**src/lpddr_init_pkg.sv**
```systemverilog
// Shared constants, commands and register map for the init sequencer pair
package lpddr_init_pkg;

  // ------------------------------------------------------------
  // Clock and time conversion
  // ------------------------------------------------------------
  localparam int CLK_MHZ = 200;
  localparam int TW      = 16;

  // Least time: round up, at least one cycle
  function automatic int ns_to_cyc_min(input int ns);
    int c;
    c = (ns * CLK_MHZ + 999) / 1000;
    return (c < 1) ? 1 : c;
  endfunction

  // Longest time: round down, at least one cycle
  function automatic int ns_to_cyc_max(input int ns);
    int c;
    c = (ns * CLK_MHZ) / 1000;
    return (c < 1) ? 1 : c;
  endfunction

  // ------------------------------------------------------------
  // Initialization times
  // ------------------------------------------------------------
  localparam int CKE_LOW_WAIT_NS          = 100;
  localparam int CKE_LOW_WAIT_CYC         = ns_to_cyc_min(CKE_LOW_WAIT_NS);
  localparam int STABLE_CLOCK_WAIT_TCK    = 5;
  localparam int FIRST_IDLE_WAIT_US       = 200;
  localparam int FIRST_IDLE_WAIT_CYC      = ns_to_cyc_min(FIRST_IDLE_WAIT_US * 1000);
  localparam int POST_RESET_WAIT_US       = 1;
  localparam int POST_RESET_WAIT_CYC      = ns_to_cyc_min(POST_RESET_WAIT_US * 1000);
  localparam int AUTO_INIT_MAX_TIME_US    = 10;
  localparam int AUTO_INIT_MAX_CYC        = ns_to_cyc_max(AUTO_INIT_MAX_TIME_US * 1000);
  localparam int INITIAL_CAL_TIME_US      = 1;
  localparam int INITIAL_CAL_CYC          = ns_to_cyc_min(INITIAL_CAL_TIME_US * 1000);
  localparam int BOOT_CLOCK_PERIOD_MIN_NS = 18;
  localparam int BOOT_CLOCK_PERIOD_MAX_NS = 100;
  localparam int BOOT_CMD_SPACING_CYC     = ns_to_cyc_min(BOOT_CLOCK_PERIOD_MIN_NS);
  localparam int AUTO_INIT_DONE_CYC       = 500;
  localparam int CLKUP_WAIT_CYC           = (CKE_LOW_WAIT_CYC > STABLE_CLOCK_WAIT_TCK) ?
                                            CKE_LOW_WAIT_CYC : STABLE_CLOCK_WAIT_TCK;

  // ------------------------------------------------------------
  // Commands and mode registers
  // ------------------------------------------------------------
  typedef enum logic [1:0] {
    CMD_NOP  = 2'h0,
    CMD_MRW  = 2'h1,
    CMD_MRR  = 2'h2,
    CMD_PREA = 2'h3
  } ca_cmd_t;

  localparam logic [7:0] MR_DEVICE_INFO  = 8'h00;
  localparam logic [7:0] MR_FEATURE1     = 8'h01;
  localparam logic [7:0] MR_FEATURE2     = 8'h02;
  localparam logic [7:0] MR_IO_CONFIG    = 8'h03;
  localparam logic [7:0] MR_CALIBRATION  = 8'h0A;
  localparam logic [7:0] MR_TERMINATION  = 8'h0B;
  localparam logic [7:0] MR_RESET        = 8'h3F;
  localparam int         AUTO_INIT_FLAG_BIT = 0;
  localparam int         TERM_ENABLE_BIT    = 0;
  localparam logic [7:0] CAL_INIT_CODE   = 8'hFF;

  // ------------------------------------------------------------
  // Controller register map
  // ------------------------------------------------------------
  localparam logic [7:0]  REG_CTRL      = 8'h00;
  localparam logic [7:0]  REG_MRCFG     = 8'h04;
  localparam logic [7:0]  REG_STATUS    = 8'h08;
  localparam int          CTRL_START    = 0;
  localparam int          CTRL_TRAIN    = 1;
  localparam int          CTRL_TRAINED  = 2;
  localparam int          CTRL_PWROFF   = 3;
  localparam int          CTRL_POLL     = 4;
  localparam int          CTRL_TERMLVL  = 5;
  localparam int          CTRL_PREA     = 6;
  localparam logic [6:0]  CTRL_RST      = 7'h10;
  localparam logic [31:0] MRCFG_RST     = 32'h0000_0000;

endpackage

```
**src/lpddr_link_if.sv**
```systemverilog
// Command/address link between memory controller and memory device
interface lpddr_link_if;
  import lpddr_init_pkg::*;

  logic       ck_run;
  logic       cke;
  logic       term_ctl;
  logic       ca_oe;
  ca_cmd_t    ca_cmd;
  logic [7:0] ca_addr;
  logic [7:0] ca_op;
  logic [7:0] dq;
  logic       dq_oe;

  modport ctrl (
    output ck_run, cke, term_ctl, ca_oe, ca_cmd, ca_addr, ca_op,
    input  dq, dq_oe
  );

  modport mem (
    input  ck_run, cke, term_ctl, ca_oe, ca_cmd, ca_addr, ca_op,
    output dq, dq_oe
  );
endinterface

```
**src/lpddr_cycle_timer.sv**
```systemverilog
// Loadable down counter with registered expiry flag
module lpddr_cycle_timer #(
  parameter int W = 16
) (
  input  wire logic         i_clk,
  input  wire logic         i_rst,
  input  wire logic         i_load,
  input  wire logic [W-1:0] i_count,
  output logic              o_done
);
  logic [W-1:0] cnt_r;
  logic         done_r;

  always_ff @(posedge i_clk) begin
    if (i_rst) begin
      cnt_r  <= '0;
      done_r <= 1'b1;
    end else if (i_load) begin
      cnt_r  <= i_count;
      done_r <= (i_count == '0);
    end else if (cnt_r != '0) begin
      cnt_r  <= cnt_r - 1'b1;
      done_r <= (cnt_r == {{(W-1){1'b0}}, 1'b1});
    end
  end

  assign o_done = done_r;
endmodule

```
**src/lpddr_init_ctrl.sv**
```systemverilog
// Controller end: power-up, reset, polling, calibration and mode setup sequencer
module lpddr_init_ctrl #(
  parameter int FIRST_IDLE_CYC = lpddr_init_pkg::FIRST_IDLE_WAIT_CYC
) (
  input  wire logic        i_clk,
  input  wire logic        i_rst,
  input  wire logic        i_wb_cyc,
  input  wire logic        i_wb_stb,
  input  wire logic        i_wb_we,
  input  wire logic [7:0]  i_wb_adr,
  input  wire logic [3:0]  i_wb_sel,
  input  wire logic [31:0] i_wb_dat,
  output logic [31:0]      o_wb_dat,
  output logic             o_wb_ack,
  lpddr_link_if.ctrl       link
);
  import lpddr_init_pkg::*;

  typedef enum logic [3:0] {
    S_OFF     = 4'h0,
    S_CLKUP   = 4'h1,
    S_IDLE1   = 4'h3,
    S_PREA    = 4'h2,
    S_RESET   = 4'h6,
    S_POSTRST = 4'h7,
    S_AI      = 4'h5,
    S_TRAIN   = 4'h4,
    S_CAL     = 4'hC,
    S_CALW    = 4'hD,
    S_MR1     = 4'hF,
    S_MR2     = 4'hE,
    S_MR3     = 4'hA,
    S_TERMINATION_REGISTER    = 4'hB,
    S_DONE    = 4'h9
  } cstate_t;

  cstate_t       st_r;
  cstate_t       st_nxt;
  logic [6:0]    ctrl_r;
  logic [31:0]   mrcfg_r;
  logic          start_r;
  logic          ack_r;
  logic [31:0]   rdat_r;
  logic          wr_en;
  logic          ai_seen_r;
  logic          ai_tmo_r;
  logic          term_lvl_r;
  logic          ck_run_r;
  logic          cke_r;
  logic          ca_oe_r;
  ca_cmd_t       ca_cmd_r;
  logic [7:0]    ca_addr_r;
  logic [7:0]    ca_op_r;
  logic          issue;
  ca_cmd_t       cmd;
  logic [7:0]    addr;
  logic [7:0]    op;
  logic          tmr_load;
  logic [TW-1:0] tmr_cnt;
  logic          tmr_done;
  logic [2:0]    gap_r;
  logic          flag_clear;
  logic [31:0]   ctrl_wr;

  // Byte-lane merge for register writes
  function automatic logic [31:0] merge(input logic [31:0] old, input logic [31:0] nw,
                                        input logic [3:0] sel);
    logic [31:0] r;
    r = old;
    for (int i = 0; i < 4; i++) begin
      if (sel[i]) begin
        r[i*8 +: 8] = nw[i*8 +: 8];
      end
    end
    return r;
  endfunction

  // ------------------------------------------------------------
  // Wishbone slave
  // ------------------------------------------------------------
  assign wr_en   = i_wb_cyc && i_wb_stb && i_wb_we && ack_r;
  assign ctrl_wr = merge({25'h0, ctrl_r}, i_wb_dat, i_wb_sel);

  always_ff @(posedge i_clk) begin
    if (i_rst) begin
      ack_r  <= 1'b0;
      rdat_r <= 32'h0000_0000;
    end else begin
      ack_r <= i_wb_cyc && i_wb_stb && !ack_r;
      case (i_wb_adr)
        REG_CTRL:   rdat_r <= {25'h0, ctrl_r};
        REG_MRCFG:  rdat_r <= mrcfg_r;
        REG_STATUS: rdat_r <= {26'h0, ai_tmo_r, ai_seen_r, (st_r == S_DONE), st_r[3:1]};
        default:    rdat_r <= 32'h0000_0000;
      endcase
    end
  end

  always_ff @(posedge i_clk) begin
    if (i_rst) begin
      ctrl_r  <= CTRL_RST;
      mrcfg_r <= MRCFG_RST;
      start_r <= 1'b0;
    end else begin
      start_r <= 1'b0;
      if (wr_en && i_wb_adr == REG_CTRL) begin
        ctrl_r  <= ctrl_wr[6:0] & ~7'h01;
        start_r <= i_wb_sel[0] && i_wb_dat[CTRL_START];
      end
      if (wr_en && i_wb_adr == REG_MRCFG) begin
        mrcfg_r <= merge(mrcfg_r, i_wb_dat, i_wb_sel);
      end
    end
  end

  lpddr_cycle_timer #(.W(TW)) u_tmr (
    .i_clk   (i_clk),
    .i_rst   (i_rst),
    .i_load  (tmr_load),
    .i_count (tmr_cnt),
    .o_done  (tmr_done)
  );

  assign flag_clear = link.dq_oe && !link.dq[AUTO_INIT_FLAG_BIT];

  // ------------------------------------------------------------
  // Sequence state and command choice
  // ------------------------------------------------------------
  always_comb begin
    st_nxt   = st_r;
    issue    = 1'b0;
    cmd      = CMD_NOP;
    addr     = 8'h00;
    op       = 8'h00;
    tmr_load = 1'b0;
    tmr_cnt  = '0;
    case (st_r)
      S_OFF: begin
        if (start_r) begin
          st_nxt   = S_CLKUP;
          tmr_load = 1'b1;
          tmr_cnt  = TW'(CLKUP_WAIT_CYC);
        end
      end
      S_CLKUP: begin
        if (tmr_done) begin
          st_nxt   = S_IDLE1;
          tmr_load = 1'b1;
          tmr_cnt  = TW'(FIRST_IDLE_CYC);
        end
      end
      S_IDLE1: begin
        if (tmr_done) begin
          st_nxt = S_PREA;
        end
      end
      S_PREA: begin
        st_nxt = S_RESET;
        issue  = ctrl_r[CTRL_PREA];
        cmd    = CMD_PREA;
      end
      S_RESET: begin
        st_nxt   = S_POSTRST;
        issue    = 1'b1;
        cmd      = CMD_MRW;
        addr     = MR_RESET;
        tmr_load = 1'b1;
        tmr_cnt  = TW'(POST_RESET_WAIT_CYC);
      end
      S_POSTRST: begin
        if (tmr_done) begin
          st_nxt   = S_AI;
          tmr_load = 1'b1;
          tmr_cnt  = TW'(AUTO_INIT_MAX_CYC - POST_RESET_WAIT_CYC);
        end
      end
      S_AI: begin
        // Reads spaced at the boot clock period, only without training
        if (ctrl_r[CTRL_POLL] && !ctrl_r[CTRL_TRAIN] && gap_r == 3'h0) begin
          issue = 1'b1;
          cmd   = CMD_MRR;
          addr  = MR_DEVICE_INFO;
        end
        if (tmr_done || (flag_clear && ctrl_r[CTRL_POLL])) begin
          issue  = 1'b0;
          st_nxt = ctrl_r[CTRL_TRAIN] ? S_TRAIN : S_CAL;
        end
      end
      S_TRAIN: begin
        if (ctrl_r[CTRL_TRAINED]) begin
          st_nxt = S_CAL;
        end
      end
      S_CAL: begin
        st_nxt   = S_CALW;
        issue    = 1'b1;
        cmd      = CMD_MRW;
        addr     = MR_CALIBRATION;
        op       = CAL_INIT_CODE;
        tmr_load = 1'b1;
        tmr_cnt  = TW'(INITIAL_CAL_CYC);
      end
      S_CALW: begin
        if (tmr_done) begin
          st_nxt = S_MR1;
        end
      end
      S_MR1: begin
        st_nxt = S_MR2;
        issue  = 1'b1;
        cmd    = CMD_MRW;
        addr   = MR_FEATURE1;
        op     = mrcfg_r[7:0];
      end
      S_MR2: begin
        st_nxt = S_MR3;
        issue  = 1'b1;
        cmd    = CMD_MRW;
        addr   = MR_FEATURE2;
        op     = mrcfg_r[15:8];
      end
      S_MR3: begin
        st_nxt = S_TERMINATION_REGISTER;
        issue  = 1'b1;
        cmd    = CMD_MRW;
        addr   = MR_IO_CONFIG;
        op     = mrcfg_r[23:16];
      end
      S_TERMINATION_REGISTER: begin
        st_nxt = S_DONE;
        issue  = 1'b1;
        cmd    = CMD_MRW;
        addr   = MR_TERMINATION;
        op     = mrcfg_r[31:24];
      end
      S_DONE: begin
        if (start_r) begin
          st_nxt = S_PREA;
        end
      end
      default: begin
        st_nxt = S_OFF;
      end
    endcase
    if (ctrl_r[CTRL_PWROFF]) begin
      st_nxt = S_OFF;
      issue  = 1'b0;
    end
  end

  always_ff @(posedge i_clk) begin
    if (i_rst) begin
      st_r <= S_OFF;
    end else begin
      st_r <= st_nxt;
    end
  end

  always_ff @(posedge i_clk) begin
    if (i_rst || st_r != S_AI) begin
      gap_r <= 3'h0;
    end else if (issue) begin
      gap_r <= 3'(BOOT_CMD_SPACING_CYC - 1);
    end else if (gap_r != 3'h0) begin
      gap_r <= gap_r - 3'h1;
    end
  end

  always_ff @(posedge i_clk) begin
    if (i_rst || st_r == S_RESET) begin
      ai_seen_r <= 1'b0;
      ai_tmo_r  <= 1'b0;
    end else if (st_r == S_AI) begin
      ai_seen_r <= ai_seen_r || flag_clear;
      ai_tmo_r  <= ai_tmo_r || tmr_done;
    end
  end

  // ------------------------------------------------------------
  // Link pins
  // ------------------------------------------------------------
  always_ff @(posedge i_clk) begin
    if (i_rst) begin
      ck_run_r   <= 1'b0;
      cke_r      <= 1'b0;
      term_lvl_r <= 1'b0;
    end else begin
      ck_run_r <= (st_nxt != S_OFF);
      cke_r    <= (st_nxt != S_OFF) && (st_nxt != S_CLKUP);
      if (st_r == S_OFF && start_r) begin
        term_lvl_r <= ctrl_r[CTRL_TERMLVL];
      end
    end
  end

  always_ff @(posedge i_clk) begin
    if (i_rst) begin
      ca_oe_r   <= 1'b0;
      ca_cmd_r  <= CMD_NOP;
      ca_addr_r <= 8'h00;
      ca_op_r   <= 8'h00;
    end else begin
      ca_oe_r   <= issue;
      ca_cmd_r  <= issue ? cmd : CMD_NOP;
      ca_addr_r <= addr;
      ca_op_r   <= op;
    end
  end

  assign link.ck_run   = ck_run_r;
  assign link.cke      = cke_r;
  assign link.term_ctl = term_lvl_r;
  assign link.ca_oe    = ca_oe_r;
  assign link.ca_cmd   = ca_cmd_r;
  assign link.ca_addr  = ca_addr_r;
  assign link.ca_op    = ca_op_r;
  assign o_wb_dat      = rdat_r;
  assign o_wb_ack      = ack_r;
endmodule

```
**src/flat_wrapper.sv**
```systemverilog
// flat-port wrapper written by rule: the top's interface ports become plain ports
module lpddr_init_ctrl_flat import lpddr_init_pkg::*;
#(
  parameter int FIRST_IDLE_CYC = lpddr_init_pkg::FIRST_IDLE_WAIT_CYC
)
  (i_clk, i_rst, i_wb_cyc, i_wb_stb, i_wb_we, i_wb_adr, i_wb_sel, i_wb_dat, o_wb_dat, o_wb_ack, link_ck_run, link_cke, link_term_ctl, link_ca_oe, link_ca_cmd, link_ca_addr, link_ca_op, link_dq, link_dq_oe);
  lpddr_link_if link_i ();
  input  wire logic i_clk;
  input  wire logic i_rst;
  input  wire logic i_wb_cyc;
  input  wire logic i_wb_stb;
  input  wire logic i_wb_we;
  input  wire logic [7:0] i_wb_adr;
  input  wire logic [3:0] i_wb_sel;
  input  wire logic [31:0] i_wb_dat;
  output logic [31:0] o_wb_dat;
  output logic o_wb_ack;
  output wire logic [$bits(link_i.ck_run)-1:0] link_ck_run;
  output wire logic [$bits(link_i.cke)-1:0] link_cke;
  output wire logic [$bits(link_i.term_ctl)-1:0] link_term_ctl;
  output wire logic [$bits(link_i.ca_oe)-1:0] link_ca_oe;
  output wire logic [$bits(link_i.ca_cmd)-1:0] link_ca_cmd;
  output wire logic [$bits(link_i.ca_addr)-1:0] link_ca_addr;
  output wire logic [$bits(link_i.ca_op)-1:0] link_ca_op;
  input wire logic [$bits(link_i.dq)-1:0] link_dq;
  input wire logic [$bits(link_i.dq_oe)-1:0] link_dq_oe;
  assign link_ck_run = link_i.ck_run;
  assign link_cke = link_i.cke;
  assign link_term_ctl = link_i.term_ctl;
  assign link_ca_oe = link_i.ca_oe;
  assign link_ca_cmd = link_i.ca_cmd;
  assign link_ca_addr = link_i.ca_addr;
  assign link_ca_op = link_i.ca_op;
  assign link_i.dq = link_dq;
  assign link_i.dq_oe = link_dq_oe;
  lpddr_init_ctrl #(.FIRST_IDLE_CYC(FIRST_IDLE_CYC)) u_core (.i_clk(i_clk), .i_rst(i_rst), .i_wb_cyc(i_wb_cyc), .i_wb_stb(i_wb_stb), .i_wb_we(i_wb_we), .i_wb_adr(i_wb_adr), .i_wb_sel(i_wb_sel), .i_wb_dat(i_wb_dat), .o_wb_dat(o_wb_dat), .o_wb_ack(o_wb_ack), .link(link_i));
endmodule
```
**config.mk**
```make
export PLATFORM = sky130hd
export DESIGN_NAME = lpddr_init_ctrl_flat
export DESIGN_NICKNAME = d
export VERILOG_FILES = /design/src/lpddr_init_pkg.sv /design/src/lpddr_link_if.sv /design/src/lpddr_cycle_timer.sv /design/src/lpddr_init_ctrl.sv /design/src/flat_wrapper.sv
export SDC_FILE = /design/constraint.sdc
export NUM_CORES = 1
export LEC_CHECK = 0
export BUFFER_PORTS_ARGS = -buffer_cell sky130_fd_sc_hd__buf_2
export CORE_ASPECT_RATIO = 1.25
export CORE_MARGIN = 2
export CORE_UTILIZATION = 51
export DETAILED_ROUTE_END_ITERATION = 8
export PLACE_DENSITY = 0.73
export SETUP_SLACK_MARGIN = 0.4
export SLEW_MARGIN = 20
export SYNTH_ARGS = -nofsm -noshare
export SYNTH_HDL_FRONTEND = slang
export SYNTH_SLANG_ARGS = --single-unit
export TNS_END_PERCENT = 50
```
**constraint.sdc**
```tcl
create_clock -name i_clk -period 3.2 [get_ports i_clk]
set_input_delay 0.32 -clock i_clk [delete_from_list [all_inputs] [get_ports i_clk]]
set_output_delay 0.32 -clock i_clk [all_outputs]
set_load 0.01 [all_outputs]
```
* Yosys cells after proc, flatten, opt, wreduce, memory -nomap -nowiden *
Cells that the tools add are included.

word-level totals
  logic and storage cells = 119
  input port bits = 58
  register bits after elaboration = 120

cells by class
  equality and inequality tests = 19
  add/sub/neg operators = 2
  muxes and demuxes = 33
  bitwise logic cells = 2
  reduce and logical (&&, ||, !) cells = 41

operator list
  operator                                                              number
  32-bit one-hot mux with 3 select lines                                1
  16-bit one-hot mux with 4 select lines                                1
  4-bit one-hot mux with 15 select lines                                1
  16-bit two-way mux                                                    3
  4-bit two-way mux                                                     10
  8-bit one-hot mux with 5 select lines                                 1
  6-bit one-hot mux with 6 select lines                                 1
  4-bit == test, second input constant                                  7
  16-bit by 1-bit == test with 1-bit output, second input constant      1
  4-bit by 3-bit == test with 1-bit output, second input constant       4
  16-bit zero test                                                      1
  16-bit nonzero test                                                   1
  16-bit by 1-bit subtractor with 16-bit output, second input constant  1
  1-bit logical AND                                                     13
  11-bit two-way mux                                                    1
  2-bit AND reduction                                                   5
  2-bit OR reduction                                                    5
  4-bit by 2-bit == test with 1-bit output, second input constant       2
  8-bit by 3-bit == test with 1-bit output, second input constant       1
  8-bit by 4-bit == test with 1-bit output, second input constant       1
  8-bit zero test                                                       1
  1-bit two-way mux                                                     7
  2-bit two-way mux                                                     3
  1-bit one-hot mux with 3 select lines                                 2
  other kinds (15)                                                      23

* Depth between registers and ports, before layout *
  depth in word-level cells = 9
  mapped depth = 8
  mapped depth without buffers = 7

* By module *
Synthesis repeated with hierarchy kept, for this count alone.

unflattened totals
  cell total of the unflattened synthesis = 557
  area total of the unflattened synthesis = 5027.3 um^2

modules (own cells, without submodules)
  module             seq. area each (um^2)  instances  area each (um^2)  cells an instance
  lpddr_init_ctrl    1981.9                 1          3933.8            425
  lpddr_cycle_timer  340.3                  1          1093.5            132

* Worst setup path after synthesis *
OpenSTA, ideal clock, no wires.

  path kind = input-to-reg
  start = input i_wb_adr[1]
  end = register u_core.mrcfg_r[0]
  setup time = 0.132 ns
  buffers on the path = 0
  arrival = 1.745 ns
  data required time = 3.068 ns
  cell stages on the path = 5
  setup slack = 1.323 ns
  path through = or4_4 > nor4_4 > nand2_1 > nand2_1 > a21oi_1

on the way
  word-level cells in the longest chain between the ends = 3

ends and longest elaborated chain
  item                                      RTL line                text
  start, declared                           flat_wrapper.sv:13      input wire logic [7:0] i_wb_adr;
  8-bit by 3-bit == test with 1-bit output  lpddr_init_ctrl.sv:110  if (wr_en && i_wb_adr == REG_MRCFG) begin
  1-bit logical AND                         lpddr_init_ctrl.sv:110
  2-bit AND reduction (no source line)      -
  end signal, assigned                      lpddr_init_ctrl.sv:111  mrcfg_r <= merge(mrcfg_r, i_wb_dat, i_wb_sel);
  end, declared                             lpddr_init_ctrl.sv:40   logic [31:0] mrcfg_r;

Every way passes these cells.
A chain may end at the register's enable or synchronous reset.

* Final worst setup path *
  start = register u_core.st_r[1]
  end = register u_core.u_tmr.cnt_r[10]

on the way
  word-level cells in the longest chain between the ends = 4

ends and longest elaborated chain
  item                                                                                             RTL line                 text
  start, declared                                                                                  lpddr_init_ctrl.sv:37    cstate_t st_r;
  start signal, assigned                                                                           lpddr_init_ctrl.sv:255   st_r <= st_nxt;
  4-bit == test (tied with other cells)                                                            lpddr_init_ctrl.sv:137   case (st_r)
  2-bit OR reduction (no source line)                                                              -
  16-bit one-hot mux with 4 select lines or 1-bit one-hot mux with 3 select lines (tied branches)  lpddr_init_ctrl.sv:137
  16-bit two-way mux or 2-bit nonzero test (tied branches)                                         -
  end signal, assigned                                                                             lpddr_cycle_timer.sv:19  cnt_r <= i_count;
  end signal, assigned                                                                             lpddr_cycle_timer.sv:22  cnt_r <= cnt_r - 1'b1;
  end, declared                                                                                    lpddr_cycle_timer.sv:11  logic [W-1:0] cnt_r;

Parallel ways exist; a longest one is shown, timed or not.

==> flow_metrics.py <==
metrics = {
    "status": {
        "status": "complete, no violations",
    },
    "worst_setup_path": {
        "crit_end": "u_core.u_tmr.cnt_r[10]",
        "worstSetupStartpointType": "flip-flop",
        "r2r_slack_ns": 0.88,
        "cp_max_fo": 26,
        "crit-reg2reg-capture": "u_core.u_tmr.cnt_r[10]",
        "r2r_start": "u_core.st_r[1]",
        "end_kind": "flip-flop",
        "crit_start": "u_core.st_r[1]",
        "required_ns": 3.48,
        "path_class": "flip-flop to flip-flop",
        "r2r_cells": 5,
        "critPathArrivalTime_ns": 2.61,
    },
    "cells_and_area": {
        "fin_cells": 765,
        "layout.nets": 692,
        "final.fill_count": 800,
        "final_util_pct": 64.1,
        "diodes": 0,
        "drive_above_1_share_pct": 23.2,
        "syn_to_final_growth_pct": 22.6,
    },
    "global_routing": {
        "grt_max_degree": 47,
        "antenna_found_initial": 0,
        "grt_pass1_wl_um": 19000,
        "track_usage_pct": 23.9,
        "grt_remaining_overflow": 0,
        "grt_pass1_vias": 3952,
    },
    "yosys": {
        "syn-cell-area_um2": 4750,
        "yosysSeqAreaShare_pct": 48.9,
        "syn_avg_cell_area_um2": 8.81,
        "syn_inst": 539,
        "ys_ff_latch": 116,
        "synth_common_cells": "dfxtp_1 (116), nand2_1 (59), a21oi_1 (50)",
        "synthDistinctLibCells": 61,
        "yosys-top-cells-area": "dfxtp_1 (49%), a21oi_1 (5.3%), nand2_1 (4.7%)",
        "synth-edff-count": 0,
        "yosysMostFrequentCell": "dfxtp_1",
        "synth_flop_cell": "dfxtp_1",
        "yosysWarningCount": 0,
        "synthArstFlopShare_pct": 0,
        "synth_top_cell_area_share_pct": 48.9,
        "yosys.area.top_type": "dfxtp_1",
    },
    "clock_network": {
        "clockRootBuffer": "clkbuf_16",
        "post_cts_buffers": 0,
        "cts.hold.buffers_added": 0,
        "clock_sinks": 116,
        "post_cts_resize_count": 0,
        "clk_path_buf_depth": 2,
        "insertion_delay_ns": 0.41,
        "clkTransAtPathRegs_ns": 0.05,
        "htreeDepth": 4,
        "numCtsBuffers": 17,
        "cts_tree": "done",
    },
    "min_path": {
        "min_path_type": "primary input to flip-flop",
    },
    "floorplanning": {
        "core_area_um2": 9080,
        "start_util_pct": 52.3,
        "dieHeight_um": 112,
        "rows": 39,
        "dieArea_um2": 10100,
        "die_w_um": 90.3,
        "io_pins": 113,
    },
    "routing": {
        "route.detailed.drc": 0,
        "viasPerCell": 5.53,
        "wl_um": 11700,
        "drtAntennaViolNets": 0,
        "first_pass_iters": 6,
        "drt-initial-drc-count": 225,
        "wl_per_cell_um": 15.2,
        "vias": 4227,
    },
    "sta": {
        "finalSetupViolations": 0,
        "hold_slack_ns": 0.142,
        "max_clock_freq_mhz": 430,
        "period_minus_slack_ns": 2.32,
        "max_slew.worst_pin.slew_ns": 0.763,
        "fin_skew_ns": 0.00765,
        "setup_ws_ns": 0.877,
        "rsz0062_at_grt": "false",
        "finalHoldViolCount": 0,
        "drv_slew": 0,
        "fin_crit_sh_pct": 72.6,
        "slew_headroom_pct": 49.1,
        "setup_tns_ns": 0,
    },
    "place": {
        "finalWeightedCongestion": 0.847,
        "portBuffers": 103,
        "dp.cells": 734,
        "dp_slack_ns": 0.897,
        "hpwl_um": 8170,
    },
    "pwr": {
        "ir_drop_v": 0.000435,
        "p_leak_uw": 0.00243,
        "power_density_nw_per_um2": 703,
    },
    "flow_run": {
        "cap_violations": 0,
    },
}
## cell type report
cell class	instances	area, um^2	share of cell area, %
Sequential cell	116	2320	39.9
Clock buffer	22	474	8.15
Clock inverter	9	80.1	1.38
Timing Repair Buffer	109	561	9.63
Tap cell	123	154	2.64
Inverter	12	45.0	0.774
Multi-Input combinational cell	374	2180	37.5
## stage by stage
step	cell area (um^2)	total power [uW]
final	5820	4090
after global routing	5820	4280
after CTS	5820	4110
after detailed placement	5270	2340
after global placement	5270	2320
after floorplan	4750	2180
## cell families after synthesis
kind of cell / after synthesis / share of synthesized area [%]
simple gates: 234 / 25.3
flops: 116 / 48.9
compound gates: 108 / 14.3
buf+inv: 50 / 5.17
xor+xnor: 13 / 2.40
mux: 13 / 2.74
fa+ha+maj: 4 / 1.05
other cells: 1 / 0.0790
## cells in the final DEF (no fill, tap or decap), types with 5 or more instances in the layout
cell	netlist	final
a222oi_1	5	5
buf_2	14	103
inv_1	12	12
nor2_1	42	42
o21ai_0	8	8
buf_4	4	6
nor3_1	19	19
nand3_1	41	41
nor2b_1	8	8
or2_2	5	5
xor2_1	6	6
a22oi_1	6	6
a21oi_1	50	50
a31oi_1	11	11
xnor2_1	7	7
mux2i_1	13	13
and2_1	27	27
nand2_1	59	59
clkbuf_16	0	17
dfxtp_1	116	116
## worst max-delay path, stage by stage, from the launching register on
cell and delay (ns):
dfxtp_1 0.81, nor4bb_1 0.16, a311oi_1 0.42, nand3_1 0.33, o21bai_1 0.38, nor2_1 0.10
## flip-flops by register name, indices dropped and copies added, names as in the netlist, 2 cells and up
signal               cells
u_core.ctrl_r            6
u_core.gap_r             3
u_core.link.ca_addr      4
u_core.link.ca_cmd       2
u_core.link.ca_op        8
u_core.mrcfg_r          32
u_core.o_wb_dat         32
u_core.st_r              4
u_core.u_tmr.cnt_r      16
## metal layers
layer,share of wire (%),GRT usage (%),vias up
met2,52,42.0,157
met3,6.4,6.83,21
met4,2.2,11.5,0
met5,0,0,-
li1,-,-,2064
met1,39,26.4,1985
## how the worst min path moves through the flow
stage | from | end | slack (ns) | cells after the start
4_1_cts | i_wb_stb | u_core.o_wb_ack | 0.13 | 3
2_1_floorplan | i_rst | u_core.link.ca_oe | 0.42 | 1
3_3_place_gp | u_core.o_wb_ack | u_core.o_wb_ack | 0.43 | 1
6_report | i_wb_stb | u_core.o_wb_ack | 0.14 | 3
3_5_place_dp | u_core.o_wb_ack | u_core.o_wb_ack | 0.44 | 1
5_1_grt | i_wb_stb | u_core.o_wb_ack | 0.14 | 3
## where the power goes
| group | leakage, uW | switching [uW] | internal, uW |
|---|---|---|---|
| Clock | 0.000264 | 640 | 1120 |
| Sequential | 0.000937 | 104 | 1530 |
| Combinational | 0.00123 | 389 | 315 |
(Power assumes the default switching activity.)
